## config.mk

```make
export PLATFORM = sky130hd
export DESIGN_NAME = gch_cfg_bars
export DESIGN_NICKNAME = d
export VERILOG_FILES = /design/src/common/gch_pkg.sv /design/src/rtl/gch_write_once.sv /design/src/rtl/gch_io_window.sv /design/src/rtl/gch_cfg_bars.sv
export SDC_FILE = /design/constraint.sdc
export NUM_CORES = 1
export LEC_CHECK = 0
export BUFFER_PORTS_ARGS = -buffer_cell sky130_fd_sc_hd__buf_2
export CAP_MARGIN = 20
export CORE_MARGIN = 10
export CORE_UTILIZATION = 49
export DETAILED_ROUTE_END_ITERATION = 12
export PLACE_DENSITY = 0.82
export RECOVER_POWER = 100
export SLEW_MARGIN = 0
export SYNTH_ARGS = -nofsm -noshare
export SYNTH_HDL_FRONTEND = slang
export SYNTH_SLANG_ARGS = --single-unit
```

## constraint.sdc

```tcl
create_clock -name mclk -period 4 [get_ports mclk]
set_input_delay 0 -clock mclk [delete_from_list [all_inputs] [get_ports mclk]]
set_output_delay 0 -clock mclk [all_outputs]
set_load 0.05 [all_outputs]
```

## src/common/gch_pkg.sv

```systemverilog
// Shared constants and helpers for the graphics configuration header block
package gch_pkg;

  // ***************************************************************
  // Configuration space byte offsets
  // ***************************************************************
  localparam logic [7:0] HDR_TYPE_OFS   = 8'h0e;  // Header type byte
  localparam logic [7:0] MMIO_BASE_OFS  = 8'h10;  // Combined register/table base, low dword
  localparam logic [7:0] MMIO_BASE_OFS_HI = 8'h14; // Combined base, high dword
  localparam logic [7:0] APER_BASE_OFS  = 8'h18;  // Aperture base, low dword
  localparam logic [7:0] APER_BASE_OFS_HI = 8'h1c; // Aperture base, high dword
  localparam logic [7:0] IO_BASE_OFS    = 8'h20;  // I/O window base
  localparam logic [7:0] SVID_OFS       = 8'h2c;  // Subsystem vendor code

  // ***************************************************************
  // Field layout and fixed values
  // ***************************************************************
  localparam int         HDR_TYPE_LSB   = 16;     // Header byte lane in its dword
  localparam logic [6:0] HDR_CODE       = 7'h00;  // Type 0 layout code
  localparam logic [7:0] HDR_TYPE_RST   = 8'h80;  // Reset view with function 1 on
  localparam logic [31:0] MMIO_WMASK_LO = 32'hffc0_0000; // Base bits 31:22
  localparam logic [31:0] MMIO_FIXED_LO = 32'h0000_0004; // 64-bit, not prefetchable
  localparam logic [31:0] HI_WMASK      = 32'hffff_ffff; // Bits 63:32 all writable
  localparam logic [31:0] APER_WMASK_LO = 32'he000_0000; // Base bits 31:29
  localparam logic [31:0] APER_BIT28    = 32'h1000_0000; // 512 MB mask bit
  localparam logic [31:0] APER_BIT27    = 32'h0800_0000; // 256 MB mask bit
  localparam logic [31:0] APER_FIXED_LO = 32'h0000_000c; // 64-bit, prefetchable
  localparam logic [31:0] IO_WMASK      = 32'h0000_fff8; // Base bits 15:3
  localparam logic [31:0] IO_FIXED      = 32'h0000_0001; // I/O space indicator
  localparam logic [63:0] MMIO_RST      = 64'h0000_0000_0000_0004;
  localparam logic [63:0] APER_RST      = 64'h0000_0000_0000_0000;
  localparam logic [31:0] IO_RST        = 32'h0000_0001;
  localparam int          SVID_W        = 16;     // Subsystem vendor code width
  localparam logic [15:0] SVID_RST      = 16'h0000;

  // ***************************************************************
  // Decode geometry
  // ***************************************************************
  localparam int          MEM_AW        = 36;     // Memory address width
  localparam int          IO_AW         = 16;     // I/O address width
  localparam int          IO_WIN_LSB    = 3;      // 8-byte I/O window
  localparam logic [35:0] MMIO_WIN_MASK = 36'hf_ffc0_0000; // 4 MB window
  localparam logic [35:0] REGS_MASK     = 36'hf_fff8_0000; // 512 KB register space
  localparam logic [35:0] TABLE_MASK    = 36'hf_ffe0_0000; // 2 MB table
  localparam logic [35:0] TABLE_OFFSET  = 36'h0_0020_0000; // Table sits at base + 2 MB
  localparam logic [1:0]  PM_D0         = 2'b00;  // Full-power state code

  // Merge write data into a register under byte enables and a writable mask
  function automatic logic [31:0] apply_write(input logic [31:0] old_val,
                                              input logic [31:0] wdata,
                                              input logic [3:0]  be,
                                              input logic [31:0] wmask);
    logic [31:0] m;
    m = {{8{be[3]}}, {8{be[2]}}, {8{be[1]}}, {8{be[0]}}} & wmask;
    return (old_val & ~m) | (wdata & m);
  endfunction

  // Address matches base on every bit the mask keeps
  function automatic logic addr_match(input logic [35:0] addr,
                                      input logic [35:0] base,
                                      input logic [35:0] mask);
    return ((addr ^ base) & mask) == 36'h0;
  endfunction

endpackage

```

## src/rtl/gch_write_once.sv

```systemverilog
// Write-once register that locks after its first accepted write
`timescale 1ns/10ps
`default_nettype none
module gch_write_once
  import gch_pkg::*;
#(
  parameter int W = 16  // Register width, whole bytes
) (
  input  wire logic           mclk,   // System clock
  input  wire logic           reset,  // Async reset, active high
  input  wire logic           wr_en,  // Write strobe for this register
  input  wire logic [W/8-1:0] wr_be,  // Byte enables
  input  wire logic [W-1:0]   wr_data, // Write data
  output logic      [W-1:0]   value,  // Stored value
  output logic                locked  // High once written
);

  // Byte enables map to whole lanes only, so a ragged width is refused
  if (W % 8 != 0 || W < 8) begin
    $error("gch_write_once: W must be whole bytes");
  end

  // ***************************************************************
  // Storage and lock
  // ***************************************************************
  // Only reset clears the lock, so software cannot reopen the field
  always_ff @(posedge mclk or posedge reset) begin
    if (reset) begin
      value  <= W'(SVID_RST);
      locked <= 1'b0;
    end else if (wr_en && !locked && |wr_be) begin
      for (int i = 0; i < W / 8; i++) begin
        if (wr_be[i]) begin
          value[i*8 +: 8] <= wr_data[i*8 +: 8];
        end
      end
      locked <= 1'b1;
    end
  end

endmodule
`default_nettype wire

```

## src/rtl/gch_io_window.sv

```systemverilog
// Eight-byte I/O window decode with power and enable gating
`timescale 1ns/10ps
`default_nettype none
module gch_io_window
  import gch_pkg::*;
#(
  parameter int AW = IO_AW  // I/O address width
) (
  input  wire logic                 mclk,            // System clock
  input  wire logic                 reset,           // Async reset, active high
  input  wire logic                 io_req,          // I/O access strobe
  input  wire logic [AW-1:0]        io_addr,         // I/O address
  input  wire logic [AW-1:IO_WIN_LSB] io_base,       // Programmed window base
  input  wire logic [1:0]           pm_state,        // Power state, D0..D3
  input  wire logic                 io_enable,       // Command register I/O enable
  input  wire logic                 device_on,       // Device switched on
  input  wire logic                 graphics_enable, // Internal graphics enabled
  output logic                      io_hit,          // Access claimed
  output logic                      io_refused       // Access to window refused
);

  // The window needs at least one base bit above its 8-byte offset
  if (AW <= IO_WIN_LSB) begin
    $error("gch_io_window: AW too small");
  end

  logic match;    // Address falls in the window
  logic allowed;  // Gating conditions all met

  // Window decode stands on its own; legacy VGA ranges never enter it
  assign match   = io_addr[AW-1:IO_WIN_LSB] == io_base;
  assign allowed = (pm_state == PM_D0) && io_enable
                   && device_on && graphics_enable;

  // ***************************************************************
  // Registered answer
  // ***************************************************************
  always_ff @(posedge mclk or posedge reset) begin
    if (reset) begin
      io_hit     <= 1'b0;
      io_refused <= 1'b0;
    end else begin
      io_hit     <= io_req && match && allowed;
      io_refused <= io_req && match && !allowed;
    end
  end

endmodule
`default_nettype wire

```

## src/rtl/gch_cfg_bars.sv

```systemverilog
// Configuration header range with memory and I/O base registers
//
// Summary of operation
// - Multi-function bit follows function 1 enable
// - Header code bits always read zero
// - Combined base bits 35:22 writable, 4 MB
// - Registers at base, table at base+2MB
// - Combined base low bits fixed: 64-bit memory
// - Aperture base bits 35:29 writable
// - Size control makes bits 28/27 mask
// - Trusted mode freezes aperture bits 28/27
// - Aperture bits 26:4 read zero
// - Aperture reads prefetchable 64-bit memory
// - I/O base bits 15:3 writable
// - I/O base bit 0 one, 2:1 zero
// - I/O base bits 31:16 read zero
// - I/O window open in D0 with I/O, device and graphics enables
// - I/O window refused when gated off
// - I/O decode independent, function 0 only
// - Vendor code writes once, reset clears
`timescale 1ns/10ps
`default_nettype none
module gch_cfg_bars
  import gch_pkg::*;
(
  input  wire logic        mclk,                  // System clock, 50 MHz
  input  wire logic        reset,                 // Async reset, active high
  input  wire logic        cfg_req,               // Config access strobe
  input  wire logic        cfg_write,             // 1 write, 0 read
  input  wire logic [7:0]  cfg_addr,              // Config byte offset
  input  wire logic [3:0]  cfg_be,                // Byte enables
  input  wire logic [31:0] cfg_wdata,             // Write data
  output logic             cfg_ack,               // Access done
  output logic      [31:0] cfg_rdata,             // Read data
  input  wire logic        func1_enable,          // Device enable bit 4
  input  wire logic [1:0]  aperture_size_control, // Aperture size select
  input  wire logic        trusted_execution_mode, // Trusted mode active
  input  wire logic [1:0]  pm_state,              // Power state
  input  wire logic        io_enable,             // Command register bit 0
  input  wire logic        device_on,             // Device switched on
  input  wire logic        graphics_enable,       // Internal graphics on
  input  wire logic [35:0] mem_addr,              // Memory address to decode
  input  wire logic        mem_req,               // Memory access strobe
  output logic             regs_hit,              // Register space claimed
  output logic             table_hit,             // Translation table claimed
  output logic             aperture_hit,          // Aperture claimed
  input  wire logic        io_req,                // I/O access strobe
  input  wire logic [15:0] io_addr,               // I/O address
  output logic             io_hit,                // I/O window claimed
  output logic             io_refused,            // I/O window refused
  output logic             svid_locked            // Vendor code locked
);

  // ***************************************************************
  // Storage and derived views
  // ***************************************************************
  logic [31:0] mmio_lo;      // Combined base low dword, writable bits only
  logic [31:0] mmio_hi;      // Combined base high dword
  logic [31:0] aper_lo;      // Aperture base low dword, writable bits only
  logic [31:0] aper_hi;      // Aperture base high dword
  logic [31:0] io_base;      // I/O base, writable bits only
  logic [15:0] svid_value;   // Subsystem vendor code
  logic [31:0] aper_rmask;   // Aperture bits that hold base now
  logic [31:0] aper_wmask;   // Aperture bits software may write now
  logic [31:0] hdr_view;     // Dword holding the header type
  logic [31:0] mmio_view;    // Combined base low as read
  logic [31:0] aper_view;    // Aperture low as read
  logic [31:0] io_view;      // I/O base as read
  logic [35:0] mmio_base36;  // Combined window base address
  logic [35:0] aper_base36;  // Aperture base address
  logic [35:0] aper_dmask;   // Aperture decode mask
  logic [7:0]  dw;           // Dword-aligned access offset
  logic        wr;           // Write strobe
  logic        rd;           // Read strobe

  assign dw = {cfg_addr[7:2], 2'b00};
  assign wr = cfg_req && cfg_write;
  assign rd = cfg_req && !cfg_write;

  // Size control: 00 keeps both bits as base, 01 masks bit 27, 1x masks both
  assign aper_rmask = APER_WMASK_LO
                      | (aperture_size_control[1] ? 32'h0 : APER_BIT28)
                      | (aperture_size_control == 2'b00 ? APER_BIT27 : 32'h0);
  // Trusted mode keeps bits 28 and 27 frozen whatever the size setting
  assign aper_wmask = trusted_execution_mode
                      ? APER_WMASK_LO
                      : aper_rmask;

  // Read views: stored writable bits plus hardwired constants
  assign hdr_view  = {8'h00, func1_enable, HDR_CODE, 16'h0000};
  assign mmio_view = (mmio_lo & MMIO_WMASK_LO) | MMIO_FIXED_LO;
  assign aper_view = (aper_lo & aper_rmask) | APER_FIXED_LO;
  assign io_view   = (io_base & IO_WMASK) | IO_FIXED;

  // Bases hold address bits only; the type flags never enter the decode
  assign mmio_base36 = {mmio_hi[3:0], mmio_lo};
  assign aper_base36 = {aper_hi[3:0], aper_lo & aper_rmask};
  assign aper_dmask  = {4'hf, aper_rmask};

  // ***************************************************************
  // Combined register and table base
  // ***************************************************************
  // Only bits 31:22 of the low dword take data; the rest are constants
  always_ff @(posedge mclk or posedge reset) begin
    if (reset) begin
      mmio_lo <= MMIO_RST[31:0] & MMIO_WMASK_LO;
      mmio_hi <= MMIO_RST[63:32];
    end else if (wr) begin
      if (dw == MMIO_BASE_OFS) begin
        mmio_lo <= apply_write(mmio_lo, cfg_wdata, cfg_be, MMIO_WMASK_LO);
      end
      if (dw == MMIO_BASE_OFS_HI) begin
        mmio_hi <= apply_write(mmio_hi, cfg_wdata, cfg_be, HI_WMASK);
      end
    end
  end

  // ***************************************************************
  // Aperture base
  // ***************************************************************
  // A bit switched to mask keeps its old content but reads as zero
  always_ff @(posedge mclk or posedge reset) begin
    if (reset) begin
      aper_lo <= APER_RST[31:0];
      aper_hi <= APER_RST[63:32];
    end else if (wr) begin
      if (dw == APER_BASE_OFS) begin
        aper_lo <= apply_write(aper_lo, cfg_wdata, cfg_be, aper_wmask);
      end
      if (dw == APER_BASE_OFS_HI) begin
        aper_hi <= apply_write(aper_hi, cfg_wdata, cfg_be, HI_WMASK);
      end
    end
  end

  // ***************************************************************
  // I/O window base
  // ***************************************************************
  always_ff @(posedge mclk or posedge reset) begin
    if (reset) begin
      io_base <= IO_RST & IO_WMASK;
    end else if (wr && dw == IO_BASE_OFS) begin
      io_base <= apply_write(io_base, cfg_wdata, cfg_be, IO_WMASK);
    end
  end

  // ***************************************************************
  // Subsystem vendor code
  // ***************************************************************
  // Firmware is expected to fill this at boot; later writes are dropped
  gch_write_once #(
    .W (SVID_W)
  ) u_svid (
    .mclk    (mclk),
    .reset   (reset),
    .wr_en   (wr && dw == SVID_OFS),
    .wr_be   (cfg_be[1:0]),
    .wr_data (cfg_wdata[15:0]),
    .value   (svid_value),
    .locked  (svid_locked)
  );

  // ***************************************************************
  // Configuration read path
  // ***************************************************************
  // Writes to header, hardwired bits or unmapped offsets change nothing
  always_ff @(posedge mclk or posedge reset) begin
    if (reset) begin
      cfg_ack   <= 1'b0;
      cfg_rdata <= 32'h0;
    end else begin
      cfg_ack <= cfg_req;
      if (rd) begin
        unique case (dw)
          {HDR_TYPE_OFS[7:2], 2'b00}: cfg_rdata <= hdr_view;
          MMIO_BASE_OFS:    cfg_rdata <= mmio_view;
          MMIO_BASE_OFS_HI: cfg_rdata <= mmio_hi;
          APER_BASE_OFS:    cfg_rdata <= aper_view;
          APER_BASE_OFS_HI: cfg_rdata <= aper_hi;
          IO_BASE_OFS:      cfg_rdata <= io_view;
          SVID_OFS:         cfg_rdata <= {16'h0000, svid_value};
          default:          cfg_rdata <= 32'h0;
        endcase
      end else begin
        cfg_rdata <= 32'h0;  // Bus stays quiet outside reads
      end
    end
  end

  // ***************************************************************
  // Memory decode
  // ***************************************************************
  // Registered so the claim lines never glitch with the address
  always_ff @(posedge mclk or posedge reset) begin
    if (reset) begin
      regs_hit     <= 1'b0;
      table_hit    <= 1'b0;
      aperture_hit <= 1'b0;
    end else begin
      regs_hit     <= mem_req && addr_match(mem_addr, mmio_base36, REGS_MASK);
      table_hit    <= mem_req && addr_match(mem_addr, mmio_base36 + TABLE_OFFSET,
                                            TABLE_MASK);
      aperture_hit <= mem_req && addr_match(mem_addr, aper_base36, aper_dmask);
    end
  end

  // ***************************************************************
  // I/O window, function 0 only
  // ***************************************************************
  gch_io_window #(
    .AW (IO_AW)
  ) u_io (
    .mclk            (mclk),
    .reset           (reset),
    .io_req          (io_req),
    .io_addr         (io_addr),
    .io_base         (io_base[15:3]),
    .pm_state        (pm_state),
    .io_enable       (io_enable),
    .device_on       (device_on),
    .graphics_enable (graphics_enable),
    .io_hit          (io_hit),
    .io_refused      (io_refused)
  );
endmodule
`default_nettype wire

```

==> impl_results.md, run 1 <==
- Final Net Count: 776
- Max Fclk: 315 MHz
- Cell variety after synth: 41
- Leakage: ~3.8 nW
- Clock slew at reported path FFs: 60 ps
- Hold EP: cfg_rdata[31]$_DFF_PP0_
- Net switching power: 0.000792 W
- Non-Filler Instances: 851
- Async SR Flop Fraction: 100%
- Syn avg cell area: 13.3 µm²
- CTS Buffer Depth: 2
- Sequential share of the synthesized area: 57.3%
- Number of nets still failing antenna checks after routing: 0
- Worst-Skew Late Latency: 410 ps
- CTS tree: yes
- Hold path cells: 3
- Relative slew slack: -53.7%
- Die Y: 134 µm
- Peak VDD IR: 0.000327 V
- Sequential power share: ~45%
- Gr ovfl total: 0
- Post-synth EDFFs: 0
- Post-synthesis net count: just under 600
- CP Data Required Time: 4300 ps
- Slew Limit Fails: around 140
- Worst hold path type: input port to register
- Worst R2R End: u_svid.value[12]$_DFFE_PP0P_
- Gpl congestion: 0.830
- Hold path start: cfg_addr[6]
- Cells after DPL: 768
- CTS Sinks: 147
- Post_cts resized: 0
- Outcome: complete, but fails checks
- Sw Share: 22.6%
- Row count: 41
- Die W: about 130 µm
- Total CTS buffers: 17
- Final hold vios: 0
- RSZ-0062 raised after global routing: no
- Failing checks: capacitance limit, slew limit
- Number of max-cap violations: 4
- Vias per cell: 5.64
- Tmin final: 3180 ps
- First-pass GRT wire length: roughly 28,000 µm
- CP max FO: 10
- Placed wire-length estimate: between 10,000 and 15,000 µm
- Worst Clk Skew: 11.1 ps
- Initial core utilization: between 50% and 60%
- Core Area: between 0.01 and 0.015 mm²
- Startpoint Class: input port
- Power Density: 426 mW/mm²
- Layout area overhead: 28.0%
- Via count: 4,800
- Crit path kind: input port to register
- Worst Setup End Kind: register
- Setup violations, final: 0
- Vias in the first global route: 5,237
- DRC Markers: 0
- Initial antenna violation count: 2
- WP data arrival: 3480 ps
- Drt pass-1 iters: 8
- Post-route setup TNS: 0 ps
- Num ports: 150
- Share of layout cells above drive strength 1: between 30% and 40%
- Die area: 0.0181 mm²
- Largest net degree at the start of global routing: 110
- Internal: 0.00271 W
- Comb power frac: under 10%
- Clock Tree Root: clkbuf_16
- Worst R2R Path Depth: 2
- Yosys reg bits: 147
- R2R setup slack: ~1400 ps
- RR Startpoint: u_svid.locked$_DFFE_PP0P_
- Wirelength, routed: 17,700 µm
- Predominant post-synthesis flop cell: dfrtp_1
- Mapped Area: 0.00642 mm²
- Fin crit share: 79.4%
- Number of port buffers: 125
- H-tree levels: 4
- Drt wl/cell: 20.8 µm
- Slew @ Worst Pin: 2310 ps
- Syn Inst Count: roughly 480
- Syn. warnings: 0
- Clock share of power: 47.3%
- Total GRT Usage: about a fifth
- Initial DRC Count: 417
[cell families after synthesis]
| family | count (synthesis) | synth area share [%] |
|---|---|---|
| flops | 147 | 57.3 |
| compound gates | 58 | 6.35 |
| xor+xnor | 36 | 4.91 |
| simple gates | 99 | 9.27 |
| buf+inv | 24 | 1.46 |
| mux | 118 | 20.7 |
[critical path, stage by stage]
cell      delay, ps
clkbuf_1        120
or4b_1          600
nor2_1          600
nor4b_1        1700
mux2_2          450
[layer usage]
| layer | vias up | GRT usage [%] | part of all wire, % |
|---|---|---|---|
| met5 | - | 0 | 0 |
| met4 | 0 | 8.46 | 2.2 |
| met3 | 28 | 5.42 | 7.3 |
| met2 | 224 | 33.5 | 51 |
| met1 | 2433 | 22.1 | 39 |
| li1 | 2115 | - | - |
[layout by cell type, fill, tap and decap left out, types with 3 or more instances in the layout]
cell / netlist / routed
dlygate4sd3_1: 0 / 50
mux2i_1: 6 / 6
buf_4: 0 / 5
nor3_1: 5 / 4
clkinv_2: 0 / 5
or4b_1: 3 / 3
nand4_1: 9 / 9
nor4b_1: 3 / 5
nor2_1: 23 / 32
mux2_2: 104 / 98
buf_2: 3 / 83
nand2b_1: 5 / 5
bufinv_16: 0 / 4
dfrtp_1: 147 / 147
a222oi_1: 13 / 13
clkbuf_16: 0 / 17
a211oi_1: 5 / 5
clkinvlp_4: 0 / 3
xnor2_1: 36 / 36
nand3_1: 6 / 6
a22oi_1: 8 / 8
a21oi_1: 24 / 24
nand2_1: 20 / 20
nor2b_1: 4 / 4
clkbuf_1: 12 / 43
inv_1: 6 / 5
mux2_1: 7 / 13
[worst max-delay path by stage]
stage                     cells after the start        start                           end
final                                         5  cfg_addr[7]  u_svid.value[12]$_DFFE_PP0P_
after global routing                          5  cfg_addr[7]   u_svid.value[8]$_DFFE_PP0P_
after CTS                                     7      cfg_req                      register
after detailed placement                      5  cfg_addr[7]   u_svid.value[4]$_DFFE_PP0P_
after global placement                        5  cfg_addr[7]  u_svid.value[14]$_DFFE_PP0P_
after floorplan                               1        reset                     async pin
[what timing repair did]
item                      CTS  global route
hold buffers               50             0
hold endpoints to repair  223             0
setup buffers               0             0
[through the flow]
stage          util, %  total power, W  hold slack (ps)  area [µm²]  setup WS [ps]
2_1_floorplan        -         0.00173             31.4        6420           48.7
3_3_place_gp      57.1         0.00183              159        7260           1740
3_5_place_dp      57.1         0.00184              165        7260           1670
4_1_cts           65.8         0.00352            0.473        8370           1530
5_1_grt           64.7         0.00362             23.2        8230            743
6_report          64.7         0.00351             6.45        8230            822
[power by group through the flow]
| stage | clock network [W] | logic, W | registers [W] |
|---|---|---|---|
| final | 0.00166 | 0.000270 | 0.00158 |
| after global routing | 0.00174 | 0.000293 | 0.00158 |
| after CTS | 0.00167 | 0.000274 | 0.00158 |
| after detailed placement | 0 | 0.000237 | 0.00160 |
| after global placement | 0 | 0.000227 | 0.00160 |
| after floorplan | 0 | 0.000133 | 0.00160 |
[cells in the mapped netlist, drive strengths merged (3+ instances only)]
cell type	instances	area, µm²
dfrtp	147	3680
mux2	111	1250
xnor2	36	315
nor2	32	163
a21oi	24	120
nand2	20	75.1
a222oi	13	130
clkbuf	12	45.0
nand4	9	56.3
a22oi	8	60.1
buf	6	26.3
inv	6	22.5
mux2i	6	60.1
nand3	6	30.0
nor3	6	35.0
a211oi	5	37.5
nand2b	5	31.3
nor4b	5	73.8
nor2b	4	25.0
or4b	3	30.0
[area by class of cell]
cell class | count | area, µm²
diodes | 2 | 5.00
clock buffers | 17 | 425
flip-flops and latches | 147 | 3680
multi-input cells | 311 | 2570
repair buffers | 182 | 1120
fillers | 968 | 4500
clock inverters | 14 | 186
inverters | 6 | 26.3
well taps | 172 | 215
(Power assumes the default switching activity.)
==> run 2: changes to the inputs <==
--- a/config.mk
+++ b/config.mk
@@ -5,12 +5,13 @@
 export SDC_FILE = /design/constraint.sdc
 export NUM_CORES = 1
 export LEC_CHECK = 0
+export ABC_AREA = 1
 export BUFFER_PORTS_ARGS = -buffer_cell sky130_fd_sc_hd__buf_2
 export CAP_MARGIN = 20
 export CORE_MARGIN = 10
 export CORE_UTILIZATION = 49
 export DETAILED_ROUTE_END_ITERATION = 12
-export PLACE_DENSITY = 0.82
+export PLACE_DENSITY = 0.81
 export RECOVER_POWER = 100
 export SLEW_MARGIN = 0
 export SYNTH_ARGS = -nofsm -noshare
==> constraint.sdc (replaced) <==
create_clock -name mclk -period 2.8 [get_ports mclk]
set_input_delay 0 -clock mclk [delete_from_list [all_inputs] [get_ports mclk]]
set_output_delay 0 -clock mclk [all_outputs]
set_load 0.05 [all_outputs]
==> run 2 against run 1 <==
- the flow still finishes with violations (capacitance limit, slew limit)
- highest routed layer is now met5
- combinational power increased by 37%
- largest cell class unchanged
- non-clock buffer count increased by 1
- global-route usage increased by 0.33 points
==> impl_results.md, run 2 <==
- CTS Sinks: 147 (unchanged)
- Syn Inst Count: 833 (was 482)
- Most frequent cells in the layout: nand2_1, dfrtp_1, o21ai_0 (was dfrtp_1, mux2_2, buf_2)
- Total CTS buffers: 17 (unchanged)
- Crit path kind: input port to register (unchanged)
- Final Net Count: 1,123 (was 776)
- Number of max-cap violations: 1 (was 4)
- Initial core utilization: 49.7% (was 50.5%)
- Sequential share of the synthesized area: 53.5% (was 57.3%)
- Finished Cell Area: 0.00855 mm² (was 0.00823 mm²)
- Wirelength, routed: 19,200 µm (was 17,700 µm)
- Area fraction in compound gates after synthesis: 12.3% (was 6.35%)
- WP data arrival: 2830 ps (was 3480 ps)
- Worst Setup End Kind: register (unchanged)
- Core Area: 0.0138 mm² (was 0.0127 mm²)
- Mux cell area share after synthesis: 0% (was 20.7%)
- Relative slew slack: -33.3% (was -53.7%)
- Top-count cell post-synth: nand2_1 (was dfrtp_1)
- Leakage: 4.29 nW (was 3.83 nW)
- Layout area overhead: 24.3% (was 28.0%)
- Fin crit share: around nine tenths
- Syn avg cell area: 8.25 µm² (was 13.3 µm²)
- Clock slew at reported path FFs: 60 ps (about the same)
- Mapped Area: 0.00687 mm² (was 0.00642 mm²)
- Placed wire-length estimate: 12,700 µm (was 11,700 µm)
- Drt wl/cell: 15.9 µm (was 20.8 µm)
- Power Density: 587 mW/mm² (was 426 mW/mm²)
- Failing checks: capacitance limit, slew limit (unchanged)
- Die Y: 138 µm (was 134 µm)
- Row count: 43 (was 41)
- Hold slack: 1.59 ps (was 6.45 ps)
- Largest net degree at the start of global routing: 148 (was 110)
- Post-synthesis net count: 944 (was 593)
- RSZ-0062 raised after global routing: no (unchanged)
- Number of nets still failing antenna checks after routing: 0 (unchanged)
- Die W: 138 µm (was 134 µm)
- Postcts setup bufs: 0 (unchanged)
- Max Fclk: 393 MHz
- Post-route setup TNS: 0 ps (unchanged)
- CTS tree: yes (unchanged)
- Post-synthesis xor/xnor area fraction: 2.04% (was 4.91%)
- CP max FO: 25 (was 10)
- CTS Buffer Depth: 2 (unchanged)
- Initial DRC Count: 515 (was 417)
- Top cell type's share of synthesized area: 53.5% (was 57.3%)
- Setup violations, final: 0 (unchanged)
- Cells after DPL: 1,121 (was 768)
- Gpl congestion: 0.866 (was 0.830)
- Top cells by count, synth: nand2_1, dfrtp_1, inv_1, nor2_1, o21ai_0 (was dfrtp_1, mux2_2, xnor2_1, a21oi_1, nor2_1)
- Clock Tree Root: clkbuf_16 (unchanged)
- DRC Markers: 0 (unchanged)
- Gr ovfl total: 0 (unchanged)
- Startpoint Class: input port (unchanged)
- Initial antenna violation count: 3 (was 2)
- H-tree levels: 4 (unchanged)
- Top post-synthesis cells by area: dfrtp_1, nand2_1, o21ai_0 (was dfrtp_1, mux2_2, xnor2_1)
- Syn. warnings: 0 (unchanged)
- Peak VDD IR: 0.000484 V (was 0.000327 V)
- Drt pass-1 iters: 7 (was 8)
- Predominant post-synthesis flop cell: dfrtp_1 (unchanged)
- Outcome: complete, but fails checks (unchanged)
- Largest family of logic cells by synthesized area: simple AND/OR/NAND/NOR gates (was multiplexers)
- Simple-gate share of the synthesized area: 25.5% (was 9.27%)
- Async SR Flop Fraction: 100% (unchanged)
- Die area: 0.0192 mm² (was 0.0181 mm²)
- Final hold vios: 0 (unchanged)
- Yosys reg bits: 147 (unchanged)
- Vias per cell: 5.14 (was 5.64)
- Via count: 6,188 (was 4,800)
- Slew @ Worst Pin: 2000 ps (was 2310 ps)
- Cell variety after synth: 28 (was 41)
- DP Area: 0.00764 mm² (was 0.00726 mm²)
- Worst hold path type: input port to register (unchanged)
- Num ports: 150 (unchanged)
- First-pass GRT wire length: 31,300 µm (was 27,800 µm)
- Worst Clk Skew: 8.84 ps (was 11.1 ps)
- Worst-Skew Late Latency: 420 ps (was 410 ps)
- Slew Limit Fails: 148 (was 142)
- Number of port buffers: 125 (unchanged)
- Top cell type by total area after synthesis: dfrtp_1 (unchanged)
- Non-Filler Instances: 1,205 (was 851)
- Total GRT Usage: 19.8% (was 19.4%)
- Tmin final: between 2000 and 3000 ps
- Adder-cell share of the synthesized area: 0% (unchanged)
- Post-synth EDFFs: 0 (unchanged)
- Share of layout cells above drive strength 1: 13.3% (was 32.9%)
- Commonest non-fill, non-tap cell in the layout: nand2_1 (was dfrtp_1)
- Vias in the first global route: 6,344 (was 5,237)
- CP Data Required Time: 3090 ps (was 4300 ps)
[run 2: cell types whose count changed after synthesis, moves of 16 or more]
cell     delta
nand3_1    +17
inv_1      +74
nand2_1   +275
o21ai_2    +34
nor2_1     +54
mux2_2    -104
xnor2_1    -23
o21ai_1    +29
a21oi_1    -16
o21ai_0    +63
[run 2: critical path: stages]
cell	delay, ps
dlygate4sd3_1	530
clkbuf_2	110
nor2_1	540
nand3_4	150
inv_1	810
nand2_2	410
nand2_1	180
o21ai_0	90
[run 2: layer usage]
layer  GRT usage (%)  part of all wire (%)  up-vias  wire (µm)
met5               0                 0.057        -         11
met4            9.43                   2.5        2        485
met3            4.90                   7.4       44       1420
met2            32.7                    49      252       9440
met1            23.7                    41     2923       7840
li1                -                     -     2967          -
[run 2: layout make-up]
cell class / instances / area (µm²)
antenna: 2 / 5.00
clock buffer: 21 / 470
clock inverter: 9 / 154
fill: 1188 / 5280
inverter: 82 / 312
multi-input combinational: 581 / 2570
sequential: 147 / 3680
tap: 180 / 225
timing repair buffer: 183 / 1130
[run 2: logic make-up (layout without fill, tap and decap cells)]
group / after synthesis / after routing
xor+xnor: 16 / 16
other cells: 0 / 2
flops: 147 / 147
simple gates: 424 / 424
compound gates: 141 / 141
buf+inv: 105 / 295
[run 2: where the power goes]
| group | internal [W] | switching (W) |
|---|---|---|
| combinational | 0.000152 | 0.000217 |
| clock | 0.00155 | 0.000859 |
| sequential | 0.00219 | 0.0000467 |
| total | 0.00389 | 0.00112 |
[run 2: final timing paths]
kind | depth (start not counted) | end | slack [ps] | from
max | 8 | register | 250 | cfg_addr[7]
min | 6 | cfg_rdata[27]$_DFF_PP0_ | 2 | aperture_size_control[0]
max reg2reg | 7 | table_hit$_DFF_PP0_ | 620 | register
min reg2reg | 2 | register | 480 | register
max in group asynchronous | 4 | async pin | 670 | reset
min in group asynchronous | 4 | cfg_rdata[13]$_DFF_PP0_ | 860 | reset
[run 2: through the flow]
stage / setup slack (ps) / utilization [%] / power, W
after floorplan: 953 / - / 0.00246
after global placement: 1120 / 55.2 / 0.00259
after detailed placement: 1070 / 55.2 / 0.00261
after CTS: 251 / 63.5 / 0.00505
after global routing: 97.0 / 61.8 / 0.00517
final: 254 / 61.8 / 0.00501
[run 2: timing repair]
action / CTS / global route
gates resized for setup: 0 / 1
hold buffers: 52 / 0
endpoints found under the setup margin: 0 / 1
endpoints found under the hold margin: 262 / 0
==> run 3: changes to the inputs <==
--- a/config.mk
+++ b/config.mk
@@ -5,13 +5,12 @@
 export SDC_FILE = /design/constraint.sdc
 export NUM_CORES = 1
 export LEC_CHECK = 0
-export ABC_AREA = 1
 export BUFFER_PORTS_ARGS = -buffer_cell sky130_fd_sc_hd__buf_2
 export CAP_MARGIN = 20
 export CORE_MARGIN = 10
 export CORE_UTILIZATION = 49
 export DETAILED_ROUTE_END_ITERATION = 12
-export PLACE_DENSITY = 0.81
+export PLACE_DENSITY = 0.82
 export RECOVER_POWER = 100
 export SLEW_MARGIN = 0
 export SYNTH_ARGS = -nofsm -noshare
==> run 3 against run 2 <==
- the flow finishes with violations (hold timing, capacitance limit, slew limit)
- sequential power hardly changed
- final cell count is 29% lower
- combinational power is 5% higher
- non-clock buffer count is 4 higher
- core utilization is 3.3 points higher
- via count is 23% lower
- largest power group unchanged
- total power is 0.36% higher
==> impl_results.md, run 3 (synthesis gave the netlist of run 1 again) <==
- CTS Sinks: 147 (unchanged)
- Drt pass-1 iters: 6 (was 7)
- DRC Markers: 0 (unchanged)
- Max Fclk: 401 MHz (was 393 MHz)
- Die Y: 134 µm (was 138 µm)
- Met1 WL: 6730 µm (was 7840 µm)
- Largest net degree at the start of global routing: 75 (was 148)
- Hold EP: cfg_rdata[27]$_DFF_PP0_ (unchanged)
- Startpoint Class: input port (unchanged)
- CP Data Required Time: 3110 ps (was 3090 ps)
- Initial core utilization: 50.5% (was 49.7%)
- WP data arrival: 2800 ps (was 2830 ps)
- Worst path bufs/invs: 3 (unchanged)
- Slew @ Worst Pin: 1790 ps (was 2000 ps)
- Post_cts resized: 0 (unchanged)
- Peak VDD IR: 0.000441 V (was 0.000484 V)
- CTS Buffer Depth: 2 (unchanged)
- Total GRT Usage: 19.9% (was 19.8%)
- CP dominant cell by count: dlygate4sd3_1
- Num ports: 150 (unchanged)
- Placed wire-length estimate: 11,900 µm (was 12,700 µm)
- Final hold vios: 1 (was 0)
- H-tree levels: 4 (unchanged)
- Hold slack: -20.9 ps (was 1.59 ps)
- RSZ-0062 raised after global routing: no (unchanged)
- Post-route setup TNS: 0 ps (unchanged)
- Die area: 0.0181 mm² (was 0.0192 mm²)
- Hold path start: aperture_size_control[0] (unchanged)
- Cts hold-fix bufs: 52 (unchanged)
- Non-Filler Instances: 857 (was 1,205)
- Setup violations, final: 0 (unchanged)
- Crit path kind: input port to register (unchanged)
- Number of port buffers: 125 (unchanged)
- Core Area: 0.0127 mm² (was 0.0138 mm²)
- Via count: 4,782 (was 6,188)
- Vias in the first global route: 5,231 (was 6,344)
- Total CTS buffers: 17 (unchanged)
- Critical path's top delay family: buffers and inverters (unchanged)
- Initial antenna violation count: 2 (was 3)
- Finished Cell Area: 0.00828 mm² (was 0.00855 mm²)
- Filler Cell Count: 958 (was 1,188)
- Drt wl/cell: 20.6 µm (was 15.9 µm)
- Final Net Count: 781 (was 1,123)
- Number of nets still failing antenna checks after routing: 0 (unchanged)
- Leakage: 3.83 nW (was 4.29 nW)
- Initial DRC Count: 410 (was 515)
- Commonest non-fill, non-tap cell in the layout: dfrtp_1 (was nand2_1)
- Fin crit share: 89.1% (was 90.9%)
- Most frequent cells in the layout: dfrtp_1, mux2_2, buf_2 (was nand2_1, dfrtp_1, o21ai_0)
- DP Area: 0.00729 mm² (was 0.00764 mm²)
- Vias per cell: 5.58 (was 5.14)
- Worst Clk Skew: 7.62 ps (was 8.84 ps)
- Cells after DPL: 771 (was 1,121)
- Worst R2R Path Depth: 6 (was 7)
- Worst R2R End: u_io.io_hit$_DFF_PP0_ (was table_hit$_DFF_PP0_)
- Postcts setup bufs: 0 (unchanged)
- Relative slew slack: -19.4% (was -33.3%)
- Share of layout cells above drive strength 1: 33.4% (was 13.3%)
- Gr ovfl total: 0 (unchanged)
- DR top layer: met4 (was met5)
- Final worst slack: 305 ps (was 254 ps)
- R2R setup slack: 390 ps (was 620 ps)
- Slew Limit Fails: 144 (was 148)
- Clock slew at reported path FFs: 60 ps (about the same)
- Metal2 WL: 9010 µm (was 9440 µm)
- Wirelength, routed: 17,700 µm (was 19,200 µm)
- Tmin final: 2490 ps (was 2550 ps)
- CP max FO: 7 (was 25)
- Row count: 41 (was 43)
- Hold path cells: 4 (was 6)
- Crit-path cells: dlygate4sd3_1 > buf_2 > nand3_1 > or4b_1 > nor4_1 > mux2_1 > dlygate4sd3_1 (was dlygate4sd3_1 > clkbuf_2 > nor2_1 > nand3_4 > inv_1 > nand2_2 > nand2_1 > o21ai_0)
- Clock Tree Root: clkbuf_16 (unchanged)
- First-pass GRT wire length: 27,800 µm (was 31,300 µm)
- Met3 WL: 1220 µm (was 1420 µm)
- CP max stage delay: 650 ps (was 810 ps)
- Failing checks: hold timing, capacitance limit, slew limit (was capacitance limit, slew limit)
- Post-place setup slack: 507 ps (was 1070 ps)
- CTS tree: yes (unchanged)
- Worst hold path type: input port to register (unchanged)
- Layout area overhead: 28.9% (was 24.3%)
- Worst Setup End Kind: register (unchanged)
- CP max-delay cell: or4b_1 (was inv_1)
- Gpl congestion: 0.843 (was 0.866)
- Power Density: 608 mW/mm² (was 587 mW/mm²)
- Worst-Skew Late Latency: 430 ps (was 420 ps)
- Outcome: complete, but fails checks (unchanged)
- Number of max-cap violations: 2 (was 1)
- Die W: 134 µm (was 138 µm)
- CP Depth: 7 (was 8)
run 3: changes by cell type in the layout (fill, tap and decap cells not counted), moves of 16 or more:
cell	before	now
a21oi_1	8	24
inv_1	80	5
mux2_2	0	99
nand2_1	305	20
nand3_1	22	6
nor2_1	82	32
o21ai_0	114	1
xnor2_1	13	36
run 3: per-stage QoR:
step | hold WS, ps | total power [W] | utilization, %
4_1_cts | 0.777 | 0.00507 | 66.3
5_1_grt | 34.6 | 0.00519 | 65.1
3_5_place_dp | -73.1 | 0.00263 | 57.3
2_1_floorplan | 31.4 | 0.00248 | -
3_3_place_gp | -71.8 | 0.00261 | 57.3
6_report | -20.9 | 0.00503 | 65.1
run 3: worst max path at each step:
stage / from / to / slack (ps)
global placement: cfg_addr[7] / u_svid.value[14]$_DFFE_PP0P_ / 540
global route: cfg_addr[7] / u_svid.value[8]$_DFFE_PP0P_ / 230
CTS: cfg_req / register / 350
detailed placement: cfg_addr[7] / u_svid.value[0]$_DFFE_PP0P_ / 510
floorplan: cfg_addr[7] / register / 910
finish: cfg_write / register / 310
run 3: final cells by class:
class | count | area, µm² | share of cell area, %
Tap cell | 172 | 215 | 2.60
Timing Repair Buffer | 187 | 1150 | 13.9
Clock buffer | 18 | 439 | 5.30
Multi-Input combinational cell | 311 | 2580 | 31.2
Sequential cell | 147 | 3680 | 44.4
Clock inverter | 13 | 184 | 2.22
Inverter | 6 | 23.8 | 0.287
Antenna cell | 3 | 7.51 | 0.0906
run 3: metal layers:
metal	up-vias	GRT usage [%]
met5	-	0
met4	0	10.7
met3	57	5.79
met2	213	33.6
met1	2376	22.4
li1	2136	-
run 3: power breakdown:
group | switching, W | internal [W] | total [W]
Clock | 0.000885 | 0.00151 | 0.00239
Combinational | 0.000192 | 0.000195 | 0.000387
Sequential | 0.0000546 | 0.00220 | 0.00226
run 3: worst min-delay path: cells and delay by family:
| kind | cells | cell delay (ps) |
|---|---|---|
| compound gates | 2 | 200 |
| buf+inv | 1 | 100 |
| simple gates | 1 | 50 |
